File: src/logic/codec_consts.vh
// constants for the codec serial port and gain tap block
//
// Functional notes
// - analog tap coefficient is five low bits, 32 codes, step 0.0625
// - with analog tap powered, tap register holds coefficient, enable and mute
// - enable connects tap to summing node; mute forces zero gain
// - code 0 is +1.00, down to +0.0625, then -0.0625 to -1.00
// - modulator bit one adds digital tap, zero subtracts it
// - digital tap is sixteen bit twos complement, 0x8000 is -1.00
// - every link word is sixteen bits, msb first, one per serial clock
// - front end makes serial clock and frame timing, host is slave
// - operating mode bit zero: words are register access commands
// - operating mode one, mixed off: words are converter samples
// - mixed mode: top bit flags control or sample, fifteen bit samples
// - one shift register both ways, reloaded with input sample per event
// - two channels chained, input to channel one, output from channel two
// - each channel has eight rw control registers and two data registers
// - control register updates take effect on falling serial clock edge
// - master divider field bits four to six divides by one to five
// - serial bit rate is device clock divided by one, two, four or eight
// - serial rate limits words per sample period; host must not exceed it
// - serial clock select 00 is /8 default, 01 /4, 10 /2, 11 /1
// - sample rate select 00 /2048 default, 01 /1024, 10 /512, 11 /256
// - command word fields; chain address two or more decremented by two and forwarded
`ifndef CODEC_CONSTS_VH
`define CODEC_CONSTS_VH

`define REG_SERIAL_MODE  3'h0
`define REG_CLOCK_DIV    3'h1
`define REG_POWER        3'h2
`define REG_ANALOG_TAP   3'h5
`define REG_DTAP_UPPER   3'h6
`define REG_DTAP_LOWER   3'h7
`define REG_RESET_VALUE  8'h00

`define MODE_OP_BIT      0
`define MODE_MIXED_BIT   1
`define PWR_ATAP_BIT     1
`define ATAP_COEF_HI     4
`define ATAP_COEF_LO     0
`define ATAP_EN_BIT      5
`define ATAP_MUTE_BIT    7
`define ATAP_SIGN_BIT    4
`define CDIV_MCD_HI      6
`define CDIV_MCD_LO      4
`define CDIV_SCD_HI      3
`define CDIV_SCD_LO      2
`define CDIV_SR_HI       1
`define CDIV_SR_LO       0

`define WORD_CTL_BIT     15
`define WORD_RW_BIT      14
`define WORD_DEV_HI      13
`define WORD_DEV_LO      11
`define WORD_REG_HI      10
`define WORD_REG_LO      8
`define WORD_DATA_HI     7
`define WORD_DATA_LO     0
`define WORD_LAST_BIT    4'hF
`define DEVS_PER_PART    3'h2

`define SR_LAST_2048     12'h7FF
`define SR_LAST_1024     12'h3FF
`define SR_LAST_512      12'h1FF
`define SR_LAST_256      12'h0FF
`define SCLK_LAST_8      3'h7
`define SCLK_LAST_4      3'h3
`define SCLK_LAST_2      3'h1
`define SCLK_LAST_1      3'h0
`define ATAP_UNITY       6'h10
`define ATAP_NEG_BASE    6'h0F
`define FIFO_DEPTH_LOG   4

`endif

File: src/logic/codec_serial_port.v
// codec front end serial port, clock dividers, control bank and gain taps
`timescale 1ns/1ns
`include "codec_consts.vh"

// ****************************************************************
// word fifo between the serial shifter and the register consumer
// ****************************************************************
module word_fifo #(
	parameter WIDTH = 17,
	parameter DEPTH_LOG = 4
) (
	input  wire             clk,
	input  wire             reset_n,
	input  wire             ce,
	input  wire [WIDTH-1:0] inData,
	input  wire             inValid,
	output wire             inReady,
	output reg  [WIDTH-1:0] outData,
	output wire             outValid,
	input  wire             outReady
);
	localparam DEPTH = 1 << DEPTH_LOG;
	reg [WIDTH-1:0]   mem [0:DEPTH-1];
	reg [DEPTH_LOG:0] wrPtr_ff;
	reg [DEPTH_LOG:0] rdPtr_ff;
	wire              isEmpty;
	wire              isFull;
	wire              doPush;
	wire              doPop;

	assign isEmpty = (wrPtr_ff == rdPtr_ff);
	assign isFull = (wrPtr_ff[DEPTH_LOG] != rdPtr_ff[DEPTH_LOG]) &&
		(wrPtr_ff[DEPTH_LOG-1:0] == rdPtr_ff[DEPTH_LOG-1:0]);
	assign inReady = !isFull;
	assign outValid = !isEmpty;
	assign doPush = inValid && !isFull;
	assign doPop = outReady && !isEmpty;

	always @*
	begin
		outData = mem[rdPtr_ff[DEPTH_LOG-1:0]];
	end

	always @(posedge clk)
	begin
		if (ce && doPush)
			mem[wrPtr_ff[DEPTH_LOG-1:0]] <= inData;
	end

	always @(posedge clk or negedge reset_n)
	begin
		if (!reset_n)
		begin
			wrPtr_ff <= {(DEPTH_LOG+1){1'b0}};
			rdPtr_ff <= {(DEPTH_LOG+1){1'b0}};
		end
		else if (ce)
		begin
			if (doPush)
				wrPtr_ff <= wrPtr_ff + 1'b1;
			if (doPop)
				rdPtr_ff <= rdPtr_ff + 1'b1;
		end
	end
endmodule // word_fifo

// ****************************************************************
// top: serial port of the dual front end, always frame master
// ****************************************************************
module codec_serial_port (
	input  wire        clk,
	input  wire        reset_n,
	input  wire        ce,
	output reg         sclkOut,
	output reg         outFrameSync,
	output reg         sdoOut,
	input  wire        sdiIn,
	input  wire        inFrameSyncIn,
	input  wire [15:0] adcSample,
	input  wire [1:0]  modBit,
	input  wire [31:0] interpOut,
	output reg  [31:0] dacSample,
	output reg  [33:0] tapSum,
	output wire [11:0] analogTapGain,
	output wire [1:0]  analogTapConnect,
	output wire [1:0]  analogTapPowered,
	output reg         dmclkTick,
	output reg         sampleEvent,
	output wire        rxOverflow
);
	// ************************************************************
	// pin synchronisers
	// ************************************************************
	reg  [2:0] sdiSync_ff;
	reg  [2:0] fsSync_ff;
	reg        sdiVal_ff;
	reg        fsVal_ff;

	always @(posedge clk or negedge reset_n)
	begin
		if (!reset_n)
		begin
			sdiSync_ff <= 3'h0;
			fsSync_ff <= 3'h0;
			sdiVal_ff <= 1'b0;
			fsVal_ff <= 1'b0;
		end
		else if (ce)
		begin
			sdiSync_ff <= {sdiSync_ff[1:0], sdiIn};
			fsSync_ff <= {fsSync_ff[1:0], inFrameSyncIn};
			if (sdiSync_ff[1] == sdiSync_ff[2])
				sdiVal_ff <= sdiSync_ff[2];
			if (fsSync_ff[1] == fsSync_ff[2])
				fsVal_ff <= fsSync_ff[2];
		end
	end

	// ************************************************************
	// control bank: eight registers per channel, index {chan, addr}
	// ************************************************************
	reg  [7:0] ctlRegs [0:15];
	wire [7:0] modeReg;
	wire [7:0] divReg;
	wire       opMode;
	wire       mixedMode;

	// serial mode and divider come from channel one; host keeps both equal
	assign modeReg = ctlRegs[{1'b0, `REG_SERIAL_MODE}];
	assign divReg = ctlRegs[{1'b0, `REG_CLOCK_DIV}];
	assign opMode = modeReg[`MODE_OP_BIT];
	assign mixedMode = modeReg[`MODE_MIXED_BIT];

	// ************************************************************
	// master divider, serial clock and sample rate timing
	// ************************************************************
	reg  [2:0]  mcdCnt_ff;
	reg  [2:0]  mcdLast;
	reg  [2:0]  sclkCnt_ff;
	reg  [2:0]  sclkLast;
	reg  [11:0] srCnt_ff;
	reg  [11:0] srLast;
	wire        bitRise;
	wire        bitFall;
	wire        sampleTick;

	always @*
	begin
		case (divReg[`CDIV_MCD_HI:`CDIV_MCD_LO])
			3'h1: mcdLast = 3'h1;
			3'h2: mcdLast = 3'h2;
			3'h3: mcdLast = 3'h3;
			3'h4: mcdLast = 3'h4;
			default: mcdLast = 3'h0;
		endcase
		case (divReg[`CDIV_SCD_HI:`CDIV_SCD_LO])
			2'h0: sclkLast = `SCLK_LAST_8;
			2'h1: sclkLast = `SCLK_LAST_4;
			2'h2: sclkLast = `SCLK_LAST_2;
			default: sclkLast = `SCLK_LAST_1;
		endcase
		case (divReg[`CDIV_SR_HI:`CDIV_SR_LO])
			2'h0: srLast = `SR_LAST_2048;
			2'h1: srLast = `SR_LAST_1024;
			2'h2: srLast = `SR_LAST_512;
			default: srLast = `SR_LAST_256;
		endcase
	end

	// serial clock rises at the start of each bit period and falls midway;
	// at the undivided rate both land on one tick, so the pin runs at half
	assign bitRise = dmclkTick && (sclkCnt_ff == 3'h0);
	// at /2 the half point rounds to the rise tick, so the fall takes the second tick
	assign bitFall = dmclkTick && (sclkCnt_ff == ((sclkLast == `SCLK_LAST_2) ? `SCLK_LAST_2
		: (sclkLast >> 1)));
	assign sampleTick = dmclkTick && (srCnt_ff == 12'h000);

	always @(posedge clk or negedge reset_n)
	begin
		if (!reset_n)
		begin
			mcdCnt_ff <= 3'h0;
			dmclkTick <= 1'b0;
			sclkCnt_ff <= 3'h0;
			srCnt_ff <= 12'h000;
			sclkOut <= 1'b0;
		end
		else if (ce)
		begin
			dmclkTick <= (mcdCnt_ff >= mcdLast);
			mcdCnt_ff <= (mcdCnt_ff >= mcdLast) ? 3'h0 : mcdCnt_ff + 3'h1;
			if (dmclkTick)
			begin
				sclkCnt_ff <= (sclkCnt_ff >= sclkLast) ? 3'h0 : sclkCnt_ff + 3'h1;
				srCnt_ff <= (srCnt_ff >= srLast) ? 12'h000 : srCnt_ff + 12'h001;
			end
			if (bitRise && (sclkLast != `SCLK_LAST_1))
				sclkOut <= 1'b1;
			else if (bitFall)
				sclkOut <= ~sclkOut & (sclkLast == `SCLK_LAST_1);
		end
	end

	// ************************************************************
	// shared shift register and frame sequencing
	// ************************************************************
	reg  [15:0] shift_ff;
	reg  [3:0]  bitCnt_ff;
	reg         busy_ff;
	reg         hostSent_ff;
	reg         pendEvent_ff;
	reg         respValid_ff;
	reg  [15:0] resp_ff;
	reg         wordDone;
	wire [15:0] rxWord;
	wire        isCtl;
	wire [2:0]  devAddr;
	wire [3:0]  regIdx;
	wire        fifoInReady;
	wire        fifoInValid;
	wire [16:0] fifoOut;
	wire        fifoOutValid;

	// the last bit lands on this rise, so take it straight from the synchroniser
	assign rxWord = {shift_ff[14:0], sdiVal_ff};
	assign isCtl = opMode ? (mixedMode & rxWord[`WORD_CTL_BIT])
		: rxWord[`WORD_CTL_BIT];
	assign devAddr = rxWord[`WORD_DEV_HI:`WORD_DEV_LO];
	assign regIdx = {devAddr[0], rxWord[`WORD_REG_HI:`WORD_REG_LO]};
	// writes and samples queue; reads and forwards answer straight away
	assign fifoInValid = wordDone && hostSent_ff &&
		(isCtl ? (devAddr < `DEVS_PER_PART) && !rxWord[`WORD_RW_BIT] : opMode);
	// nothing can stall the host, so a full queue drops the word
	assign rxOverflow = fifoInValid && !fifoInReady;

	always @*
	begin
		wordDone = busy_ff && bitRise && (bitCnt_ff == `WORD_LAST_BIT);
	end

	always @(posedge clk or negedge reset_n)
	begin
		if (!reset_n)
		begin
			shift_ff <= 16'h0000;
			bitCnt_ff <= 4'h0;
			busy_ff <= 1'b0;
			hostSent_ff <= 1'b0;
			pendEvent_ff <= 1'b0;
			respValid_ff <= 1'b0;
			resp_ff <= 16'h0000;
			outFrameSync <= 1'b0;
			sdoOut <= 1'b0;
			sampleEvent <= 1'b0;
		end
		else if (ce)
		begin
			sampleEvent <= 1'b0;
			if (sampleTick)
				pendEvent_ff <= 1'b1;
			if (bitRise && busy_ff)
			begin
				shift_ff <= {shift_ff[14:0], sdiVal_ff};
				bitCnt_ff <= bitCnt_ff + 4'h1;
				if (fsVal_ff)
					hostSent_ff <= 1'b1;
				if (bitCnt_ff == `WORD_LAST_BIT)
					busy_ff <= 1'b0;
			end
			else if (bitRise && fsVal_ff && !pendEvent_ff && !respValid_ff)
			begin
				busy_ff <= 1'b1; // host word outside an output frame
				hostSent_ff <= 1'b1;
				bitCnt_ff <= 4'h1;
				shift_ff <= {shift_ff[14:0], sdiVal_ff};
			end
			if (wordDone && hostSent_ff && isCtl && !opMode || wordDone && hostSent_ff
				&& isCtl && mixedMode)
			begin
				if (devAddr >= `DEVS_PER_PART)
				begin
					resp_ff <= {rxWord[15:14], devAddr - `DEVS_PER_PART,
						rxWord[`WORD_REG_HI:0]};
					respValid_ff <= 1'b1;
				end
				else if (rxWord[`WORD_RW_BIT])
				begin
					resp_ff <= {rxWord[15:8], ctlRegs[regIdx]};
					respValid_ff <= 1'b1;
				end
			end
			// frames start on the falling edge so data is stable at the rise
			if (bitFall)
			begin
				if (!busy_ff && (pendEvent_ff || respValid_ff))
				begin
					shift_ff <= pendEvent_ff ? adcSample : resp_ff;
					sdoOut <= pendEvent_ff ? adcSample[15] : resp_ff[15];
					sampleEvent <= pendEvent_ff;
					if (pendEvent_ff)
						pendEvent_ff <= sampleTick;
					else
						respValid_ff <= 1'b0;
					outFrameSync <= 1'b1;
					busy_ff <= 1'b1;
					hostSent_ff <= 1'b0;
					bitCnt_ff <= 4'h0;
				end
				else
				begin
					outFrameSync <= 1'b0;
					sdoOut <= shift_ff[15];
				end
			end
		end
	end

	// ************************************************************
	// queue consumer: register writes and converter output samples
	// ************************************************************
	reg        dacSel_ff;
	reg  [1:0] dtapUpperSeen_ff;
	reg  [1:0] dtapLowerSeen_ff;
	reg  [31:0] dtapValue_ff;
	wire       popNow;
	wire       popCtl;
	wire [3:0] popIdx;
	wire [15:0] popSample;
	integer    i;

	word_fifo #(
		.WIDTH     (17),
		.DEPTH_LOG (`FIFO_DEPTH_LOG)
	) rxQueue (
		.clk      (clk),
		.reset_n  (reset_n),
		.ce       (ce),
		.inData   ({isCtl, rxWord}),
		.inValid  (fifoInValid),
		.inReady  (fifoInReady),
		.outData  (fifoOut),
		.outValid (fifoOutValid),
		.outReady (bitFall)
	);

	assign popNow = fifoOutValid && bitFall;
	assign popCtl = fifoOut[16];
	assign popIdx = {fifoOut[`WORD_DEV_LO], fifoOut[`WORD_REG_HI:`WORD_REG_LO]};
	assign popSample = mixedMode ? {fifoOut[14:0], 1'b0} : fifoOut[15:0];

	always @(posedge clk or negedge reset_n)
	begin
		if (!reset_n)
		begin
			for (i = 0; i < 16; i = i + 1)
				ctlRegs[i] <= `REG_RESET_VALUE;
			dacSel_ff <= 1'b0;
			dacSample <= 32'h00000000;
			dtapUpperSeen_ff <= 2'h0;
			dtapLowerSeen_ff <= 2'h0;
			dtapValue_ff <= 32'h00000000;
		end
		else if (ce)
		begin
			// clear first so that a tap byte written in the same cycle is kept
			for (i = 0; i < 2; i = i + 1)
			begin
				if (dtapUpperSeen_ff[i] && dtapLowerSeen_ff[i])
				begin
					dtapValue_ff[i*16 +: 16] <= {ctlRegs[i*8 + `REG_DTAP_UPPER],
						ctlRegs[i*8 + `REG_DTAP_LOWER]};
					dtapUpperSeen_ff[i] <= 1'b0;
					dtapLowerSeen_ff[i] <= 1'b0;
				end
			end
			if (sampleEvent)
				dacSel_ff <= 1'b0;
			if (popNow && popCtl)
			begin
				ctlRegs[popIdx] <= fifoOut[`WORD_DATA_HI:`WORD_DATA_LO];
				if (popIdx[2:0] == `REG_DTAP_UPPER)
					dtapUpperSeen_ff[popIdx[3]] <= 1'b1;
				if (popIdx[2:0] == `REG_DTAP_LOWER)
					dtapLowerSeen_ff[popIdx[3]] <= 1'b1;
			end
			else if (popNow)
			begin
				// first sample of a period feeds channel one, the next channel two
				if (dacSel_ff)
					dacSample[31:16] <= popSample;
				else
					dacSample[15:0] <= popSample;
				dacSel_ff <= ~dacSel_ff;
			end
		end
	end

	// ************************************************************
	// gain taps, one copy per channel
	// ************************************************************
	genvar ch;
	generate
		for (ch = 0; ch < 2; ch = ch + 1)
		begin : tapChan
			wire [7:0] powerReg;
			wire [7:0] atapReg;
			wire [4:0] coef;
			wire [5:0] rawGain;
			wire [15:0] dtap;
			wire [15:0] interp;

			assign powerReg = ctlRegs[ch*8 + `REG_POWER];
			assign atapReg = ctlRegs[ch*8 + `REG_ANALOG_TAP];
			assign coef = atapReg[`ATAP_COEF_HI:`ATAP_COEF_LO];
			// gain in sixteenths, twos complement; no code gives zero
			assign rawGain = coef[`ATAP_SIGN_BIT] ? (`ATAP_NEG_BASE - {1'b0, coef})
				: (`ATAP_UNITY - {1'b0, coef});
			assign analogTapPowered[ch] = powerReg[`PWR_ATAP_BIT];
			assign analogTapConnect[ch] = powerReg[`PWR_ATAP_BIT] &
				atapReg[`ATAP_EN_BIT];
			assign analogTapGain[ch*6 +: 6] = (powerReg[`PWR_ATAP_BIT] &&
				!atapReg[`ATAP_MUTE_BIT]) ? rawGain : 6'h00;
			assign dtap = dtapValue_ff[ch*16 +: 16];
			assign interp = interpOut[ch*16 +: 16];

			always @(posedge clk or negedge reset_n)
			begin
				if (!reset_n)
					tapSum[ch*17 +: 17] <= 17'h00000;
				else if (ce && dmclkTick)
					tapSum[ch*17 +: 17] <= modBit[ch]
						? {interp[15], interp} + {dtap[15], dtap}
						: {interp[15], interp} - {dtap[15], dtap};
			end
		end
	endgenerate
endmodule // codec_serial_port

File: config.mk
export PLATFORM = sky130hd
export DESIGN_NAME = codec_serial_port
export DESIGN_NICKNAME = d
export VERILOG_FILES = /design/src/logic/codec_serial_port.v
export VERILOG_INCLUDE_DIRS = /design/src /design/src/logic
export SDC_FILE = /design/constraint.sdc
export NUM_CORES = 1
export LEC_CHECK = 0
export ABC_AREA = 1
export BUFFER_PORTS_ARGS = -buffer_cell sky130_fd_sc_hd__buf_2
export CAP_MARGIN = 20
export CORE_MARGIN = 1
export CORE_UTILIZATION = 64
export CTS_BUF_LIST = sky130_fd_sc_hd__clkbuf_4 sky130_fd_sc_hd__clkbuf_8
export DETAILED_ROUTE_END_ITERATION = 16
export HOLD_SLACK_MARGIN = 0.03
export PLACE_DENSITY = 0.83
export SLEW_MARGIN = 20
export SYNTH_ARGS = -nofsm -noshare
export SYNTH_HDL_FRONTEND = slang
export SYNTH_SLANG_ARGS = --single-unit
File: constraint.sdc
create_clock -name clk -period 4.2 [get_ports clk]
set_clock_uncertainty 0.2 [all_clocks]
set_input_delay 0.42 -clock clk [delete_from_list [all_inputs] [get_ports clk]]
set_output_delay 0.42 -clock clk [all_outputs]
set_load 0.01 [all_outputs]
==> results of run 1 <==
==> stage by stage <==
step | hold slack, ns | cell area (µm²) | setup WS [ns] | std cells
after detailed placement | 0.255 | 30000 | 0.995 | 3854
after floorplan | -0.0756 | 28900 | 1.18 | 3218
after global routing | 0.0804 | 32300 | 0.569 | 4054
final | 0.0798 | 32300 | 0.734 | 4054
after CTS | 0.0342 | 32300 | 0.789 | 4054
after global placement | 0.233 | 30000 | 1.06 | 3854
==> metal layers <==
metal / wire (µm) / track usage (%) / vias up
li1: - / - / 11100
met1: 31800 / 48.6 / 11500
met2: 35900 / 53.1 / 1485
met3: 9520 / 8.58 / 231
met4: 2960 / 15.5 / 4
met5: 21 / 0 / -
==> cells in the final DEF, fill, tap and decap left out, types with 5 or more instances in the layout <==
cell / instances
nand3_4: 12
o21ai_0: 254
nand3b_1: 5
inv_1: 230
inv_2: 10
nand2_2: 17
nor3_1: 17
nor2_4: 12
xnor2_1: 18
clkbuf_4: 30
dlygate4sd3_1: 31
buf_12: 6
nand4_1: 61
buf_2: 141
nand3_1: 269
a21o_1: 11
clkinv_2: 9
ha_1: 56
nand2_1: 916
o211ai_1: 69
o31ai_1: 5
o22ai_1: 14
edfxtp_1: 272
buf_4: 60
a31oi_1: 12
nor3b_1: 5
nand2_4: 6
a21oi_1: 95
dfrtp_1: 308
clkbuf_8: 112
nand3_2: 7
nor2_2: 6
nor2_1: 274
xor2_1: 38
clkinv_1: 20
==> how the worst max path moves through the flow <==
stage                                          from                          end  slack (ns)  cells after the start
floorplan                 sclkCnt_ff[1]$_DFFE_PN0P_  rxQueue.mem[0][0]$_DFFE_PP_        1.18                     10
global placement    rxQueue.rdPtr_ff[0]$_DFFE_PN0P_      ctlRegs[76]$_DFFE_PN0P_        1.06                     12
detailed placement  rxQueue.rdPtr_ff[2]$_DFFE_PN0P_      ctlRegs[76]$_DFFE_PN0P_        0.99                      9
CTS                       sclkCnt_ff[1]$_DFFE_PN0P_                   rxOverflow        0.79                      8
global route              sclkCnt_ff[1]$_DFFE_PN0P_                   rxOverflow        0.57                      8
finish                    sclkCnt_ff[0]$_DFFE_PN0P_                   rxOverflow        0.73                      8
==> cell type report <==
type	count	area, µm²
sequential	584	16000
fill	3140	12100
multi-input combinational	2221	11100
clock buffer	142	1770
timing repair buffer	239	1600
inverter	249	936
tap	592	741
clock inverter	27	233
==> sequential cells by signal (all words and copies together) (netlist names), 12 cells and up <==
name / cells
rxQueue.mem: 272
ctlRegs: 80
tapSum: 34
dacSample: 32
dtapValue_ff: 32
resp_ff: 16
shift_ff: 16
tapChan.atapReg: 16
tapChan.powerReg: 16
srCnt_ff: 12
==> cell families after synthesis <==
group	Yosys count	synth area share (%)
mux	4	0.152
fa+ha+maj	58	2.56
xor+xnor	56	1.70
compound gates	482	9.37
flops	584	55.3
buf+inv	413	6.37
simple gates	1621	24.6
==> power by group <==
part / switching [mW] / internal [mW] / total, mW / leakage (nW)
clock: 2.29 / 2.93 / 5.22 / 1.06
combinational: 6.49 / 2.44 / 8.93 / 7.31
sequential: 0.964 / 7.08 / 8.04 / 6.61
==> worst max-delay path, cell delays in order (launching register included) <==
cell,delay (ns)
dfrtp_1,0.40
inv_1,0.12
ha_1,0.16
nand2_1,0.05
nor2_1,0.21
nand2_1,0.19
nor4_2,0.34
nor3b_1,0.47
buf_2,0.23
==> repair_timing <==
action | in CTS | in global routing
endpoints found under the hold margin | 113 | 0
endpoints found under the setup margin | 0 | 0
hold buffers | 31 | 0
==> results.sh, run 1 <==
export IMPL_r2r_cells=7
export IMPL_maxSlewHeadroom_pct=28.0
export IMPL_wl_um=80200
export IMPL_post_cts_buffers=0
export IMPL_grt_antenna_before_repair=2
export IMPL_synth_most_common_cell="nand2_1"
export IMPL_holdPathEnd="tapSum[19]$_DFFE_PN0P_"
export IMPL_postRouteAntennaNets=0
export IMPL_fin_crit_ns=3.47
export IMPL_ios=143
export IMPL_crit_path_max_fanout=5
export IMPL_setup_tns_ns=0
export IMPL_gp_congestion=0.962
export IMPL_critPathRequiredTime_ns=3.58
export IMPL_diodes=0
export IMPL_grt_max_degree=141
export IMPL_start_util_pct=65.1
export IMPL_clk_pin_slew_ns=0.06
export IMPL_netlist_area_leader_share_pct=28.3
export IMPL_r2r_setup_slack_ns=0.90
export IMPL_drive_gt1_share_pct=13.0
export IMPL_synth_warnings=0
export IMPL_min_path_cells=4
export IMPL_clk_latency_ns=0.70
export IMPL_wire_per_inst_um=19.8
export IMPL_cts_resized=0
export IMPL_syn_cell_area_um2=28900
export IMPL_cts_buffer_depth=3
export IMPL_drc=0
export IMPL_synth_nets=3331
export IMPL_hold_viol=0
export IMPL_post_synth_num_cell_types=51
export IMPL_grt_pass1_vias=23400
export IMPL_power_density_nw_per_um2=686
export IMPL_via_per_inst=5.99
export IMPL_syn_mean_instance_area_um2=8.98
export IMPL_synth_ff_type="dfrtp_1"
export IMPL_power_total_mw=22.2
export IMPL_ys_seq_elements=584
export IMPL_ys_seq_area_share_pct=55.3
export IMPL_max_cap_violations=0
export IMPL_finalCritPeriodShare_pct=82.5
export IMPL_tightest_slew_ns=1.08
export IMPL_first_pass_iters=6
export IMPL_syn2layout_area_growth_pct=11.9
export IMPL_coreArea_um2=44400
export IMPL_drtIter0Drc=3285
export IMPL_track_usage_pct=35.2
export IMPL_r2r_start="pendEvent_ff$_DFFE_PN0P_"
export IMPL_cp_arrival_ns=2.85
export IMPL_cp_start_kind="flop"
export IMPL_cts_tree="yes"
export IMPL_cts_sinks=584
export IMPL_regToRegEndpoint="shift_ff[14]$_DFFE_PN0P_"
export IMPL_ir_drop_uv=567
export IMPL_hold_start="interpOut[18]"
export IMPL_fmax_mhz=288
export IMPL_numPortBuffers=142
export IMPL_end_kind="output pin"
export IMPL_gr_total_overflow=0
export IMPL_synth_top_area_cell="edfxtp_1"
export IMPL_h_tree_depth=3
export IMPL_cellLeakagePower_nw=15.0
export IMPL_finalMaxSlewViolations=0
export IMPL_dp_hpwl_um=52400
export IMPL_synth_edf_count=272
export IMPL_die_w_um=215
export IMPL_path_class="flop to output pin"
export IMPL_die_h_um=215
export IMPL_die_area_um2=46000
export IMPL_hold_class="input pin to flop"
export IMPL_grt_pass1_wl_um=126000
export IMPL_nNetsFinal=3502
export IMPL_num_vias=24300
export IMPL_finalSetupViolCount=0
export IMPL_synthArstFlopShare_pct=53.4
export IMPL_synth_commonest_cells="916 x nand2_1, 312 x dfrtp_1, 274 x nor2_1"
export IMPL_status="finished, final reports clean"
export IMPL_synth_cells=3218
export IMPL_synthTopCellsByArea="edfxtp_1 28%, dfrtp_1 27%, nand2_1 12%"
export IMPL_rows=77
export IMPL_cts_buffers_inserted=94
export IMPL_cts_root_buf="clkbuf_8"
export IMPL_rsz0062_at_grt="no"
export IMPL_final_core_util_pct=72.8
Power figures use the tool's default switching activity.
==> run 2, diff against run 1 <==
==> constraint.sdc (replaced) <==
create_clock -name clk -period 3.2 [get_ports clk]
set_clock_uncertainty 0.2 [all_clocks]
set_input_delay 0.32 -clock clk [delete_from_list [all_inputs] [get_ports clk]]
set_output_delay 0.32 -clock clk [all_outputs]
set_load 0.01 [all_outputs]
==> run 2 against run 1 <==
Against the previous run:
- final cell count up 1.1%
- die area stayed put
- wire length up 1.6%
- non-clock buffer count rose by 41
- critical endpoint unchanged
- largest power group unchanged
==> results.sh, run 2 (same netlist as run 1, synthesis figures left out) <==
export IMPL_worstPathCellList="clkinv_2 > buf_12 > nand2_1 > nand2_1 > a21oi_1 > nand3b_1 > nor3b_4 > buf_2"
export IMPL_final_area_um2=32800
export IMPL_seqPwrFrac_pct=35.5
export IMPL_num_vias=24600
export IMPL_critPathSlowestCell="dfrtp_4"
export IMPL_p_sw_mw=12.9
export IMPL_fin_crit_ns=3.09
export IMPL_gr_total_overflow=0
export IMPL_layout_commonest_cell="nand2_1"
export IMPL_final_core_util_pct=73.8
export IMPL_first_pass_iters=5
export IMPL_fmax_mhz=323
export IMPL_cp_arrival_ns=2.57
export IMPL_nNetsFinal=3542
export IMPL_start_util_pct=65.1
export IMPL_grt_antenna_before_repair=0
export IMPL_pre_cts_ws_ns=0.161
export IMPL_numPortBuffers=142
export IMPL_rsz0062_at_grt="no"
export IMPL_power_density_nw_per_um2=893
export IMPL_hold_class="input pin to flop"
export IMPL_wl_um=81500
export IMPL_cts_root_buf="clkbuf_8"
export IMPL_syn2layout_area_growth_pct=13.4
export IMPL_cts_buffer_depth=3
export IMPL_cpMostUsedCell="nand2_1"
export IMPL_slowest_delay_ns=0.46
export IMPL_cts_tree="yes"
export IMPL_layout_common_cells="916 x nand2_1, 308 x dfrtp_1, 272 x nor2_1, 272 x edfxtp_1, 269 x nand3_1"
export IMPL_track_usage_pct=35.3
export IMPL_grt_pass1_vias=23800
export IMPL_gp_congestion=0.952
export IMPL_status="finished, final reports clean"
export IMPL_largest_register_ffs=272
export IMPL_crit_path_max_fanout=52
export IMPL_finalMaxSlewViolations=0
export IMPL_coreArea_um2=44400
export IMPL_comb_power_share_pct=42.1
export IMPL_setup_tns_ns=0
export IMPL_critPathRequiredTime_ns=2.68
export IMPL_fin_ws_ns=0.107
export IMPL_power_share_switching_pct=44.1
export IMPL_max_cap_violations=0
export IMPL_clk_pin_slew_ns=0.06
export IMPL_tightest_slew_ns=0.984
export IMPL_drive_gt1_share_pct=13.4
export IMPL_placedInstanceArea_um2=30200
export IMPL_ios=143
export IMPL_die_area_um2=46000
export IMPL_p_int_mw=16.4
export IMPL_drc=0
export IMPL_drtIter0Drc=3155
export IMPL_cellLeakagePower_nw=15.2
export IMPL_cts_sinks=584
export IMPL_path_class="flop to output pin"
export IMPL_end_kind="output pin"
export IMPL_clk_latency_ns=0.70
export IMPL_diodes=0
export IMPL_wire_per_inst_um=19.9
export IMPL_clkPwrFrac_pct=22.4
export IMPL_hold_viol=0
export IMPL_finalCritPeriodShare_pct=96.7
export IMPL_via_per_inst=6.00
export IMPL_finalSetupViolCount=0
export IMPL_cp_start_kind="flop"
export IMPL_cts_buffers_inserted=93
export IMPL_h_tree_depth=3
export IMPL_die_h_um=215
export IMPL_rows=77
export IMPL_dp_hpwl_um=51800
export IMPL_grt_max_degree=94
export IMPL_grt_pass1_wl_um=127000
export IMPL_postRouteAntennaNets=0
export IMPL_die_w_um=215
export IMPL_ir_drop_uv=646
export IMPL_maxSlewHeadroom_pct=34.4
[run 2: cell types whose count changed in the layout (fill, tap and decap cells not counted), sizes merged]
cell,change
buf,+16
bufinv,-3
clkbuf,-3
clkinv,+7
clkinvlp,+1
dlygate4sd3,+25
inv,+1
[run 2: cell type report]
cell class | instances | area [µm²]
flip-flops and latches | 584 | 16000
fillers | 3046 | 11600
multi-input cells | 2221 | 11100
repair buffers | 280 | 2070
clock buffers | 139 | 1700
inverters | 249 | 936
well taps | 592 | 741
clock inverters | 33 | 226
[run 2: final timing paths]
| check | slack (ns) | depth (start not counted) | end | startpoint |
|---|---|---|---|---|
| setup / recovery | 0.11 | 8 | rxOverflow | rxQueue.rdPtr_ff[0]$_DFFE_PN0P_ |
| hold / removal | 0.09 | 6 | tapSum[16]$_DFFE_PN0P_ | modBit[0] |
| setup reg to reg | 0.24 | 13 | ctlRegs[79]$_DFFE_PN0P_ | rxQueue.rdPtr_ff[0]$_DFFE_PN0P_ |
| hold reg to reg | 0.26 | 2 | resp_ff[15]$_DFFE_PN0P_ | resp_ff[15]$_DFFE_PN0P_ |
| max in group asynchronous | 0.86 | 4 | dacSample[13]$_DFFE_PN0P_ | reset_n |
| min in group asynchronous | 0.54 | 3 | dacSample[12]$_DFFE_PN0P_ | reset_n |
[run 2: stage by stage]
| step | hold WS (ns) | total power, mW | cells |
|---|---|---|---|
| 2_1_floorplan | -0.176 | 18.3 | 3218 |
| 3_3_place_gp | 0.156 | 21.9 | 3868 |
| 3_5_place_dp | 0.161 | 22.3 | 3868 |
| 4_1_cts | 0.0384 | 28.9 | 4096 |
| 5_1_grt | 0.108 | 30.6 | 4098 |
| 6_report | 0.0850 | 29.3 | 4098 |
[run 2: repair_timing]
action,in CTS,in global routing
endpoints found under the setup margin,1,272
pin swaps,0,1
resized for setup,1,9
hold buffers,56,0
buffers inserted,0,2
endpoints found under the hold margin,342,0
[run 2: critical path: cells and delay by family, from the launching register on]
family / cells / cell delay (ns)
compound gates: 1 / 0.19
buf+inv: 3 / 0.52
flops: 1 / 0.46
simple gates: 4 / 0.68
[run 2: routing by layer]
metal	part of all wire, %	global-route usage [%]
met1	39	48.2
met2	45	54.3
met3	11	8.20
met4	4.0	16.1
met5	0	0
[run 2: power by group through the flow]
stage	registers, mW	clock network (mW)	logic, mW
3_5_place_dp	10.5	0	11.8
5_1_grt	10.5	6.93	13.2
4_1_cts	10.3	6.60	11.9
2_1_floorplan	10.3	0	8.04
3_3_place_gp	10.4	0	11.5
6_report	10.4	6.55	12.3
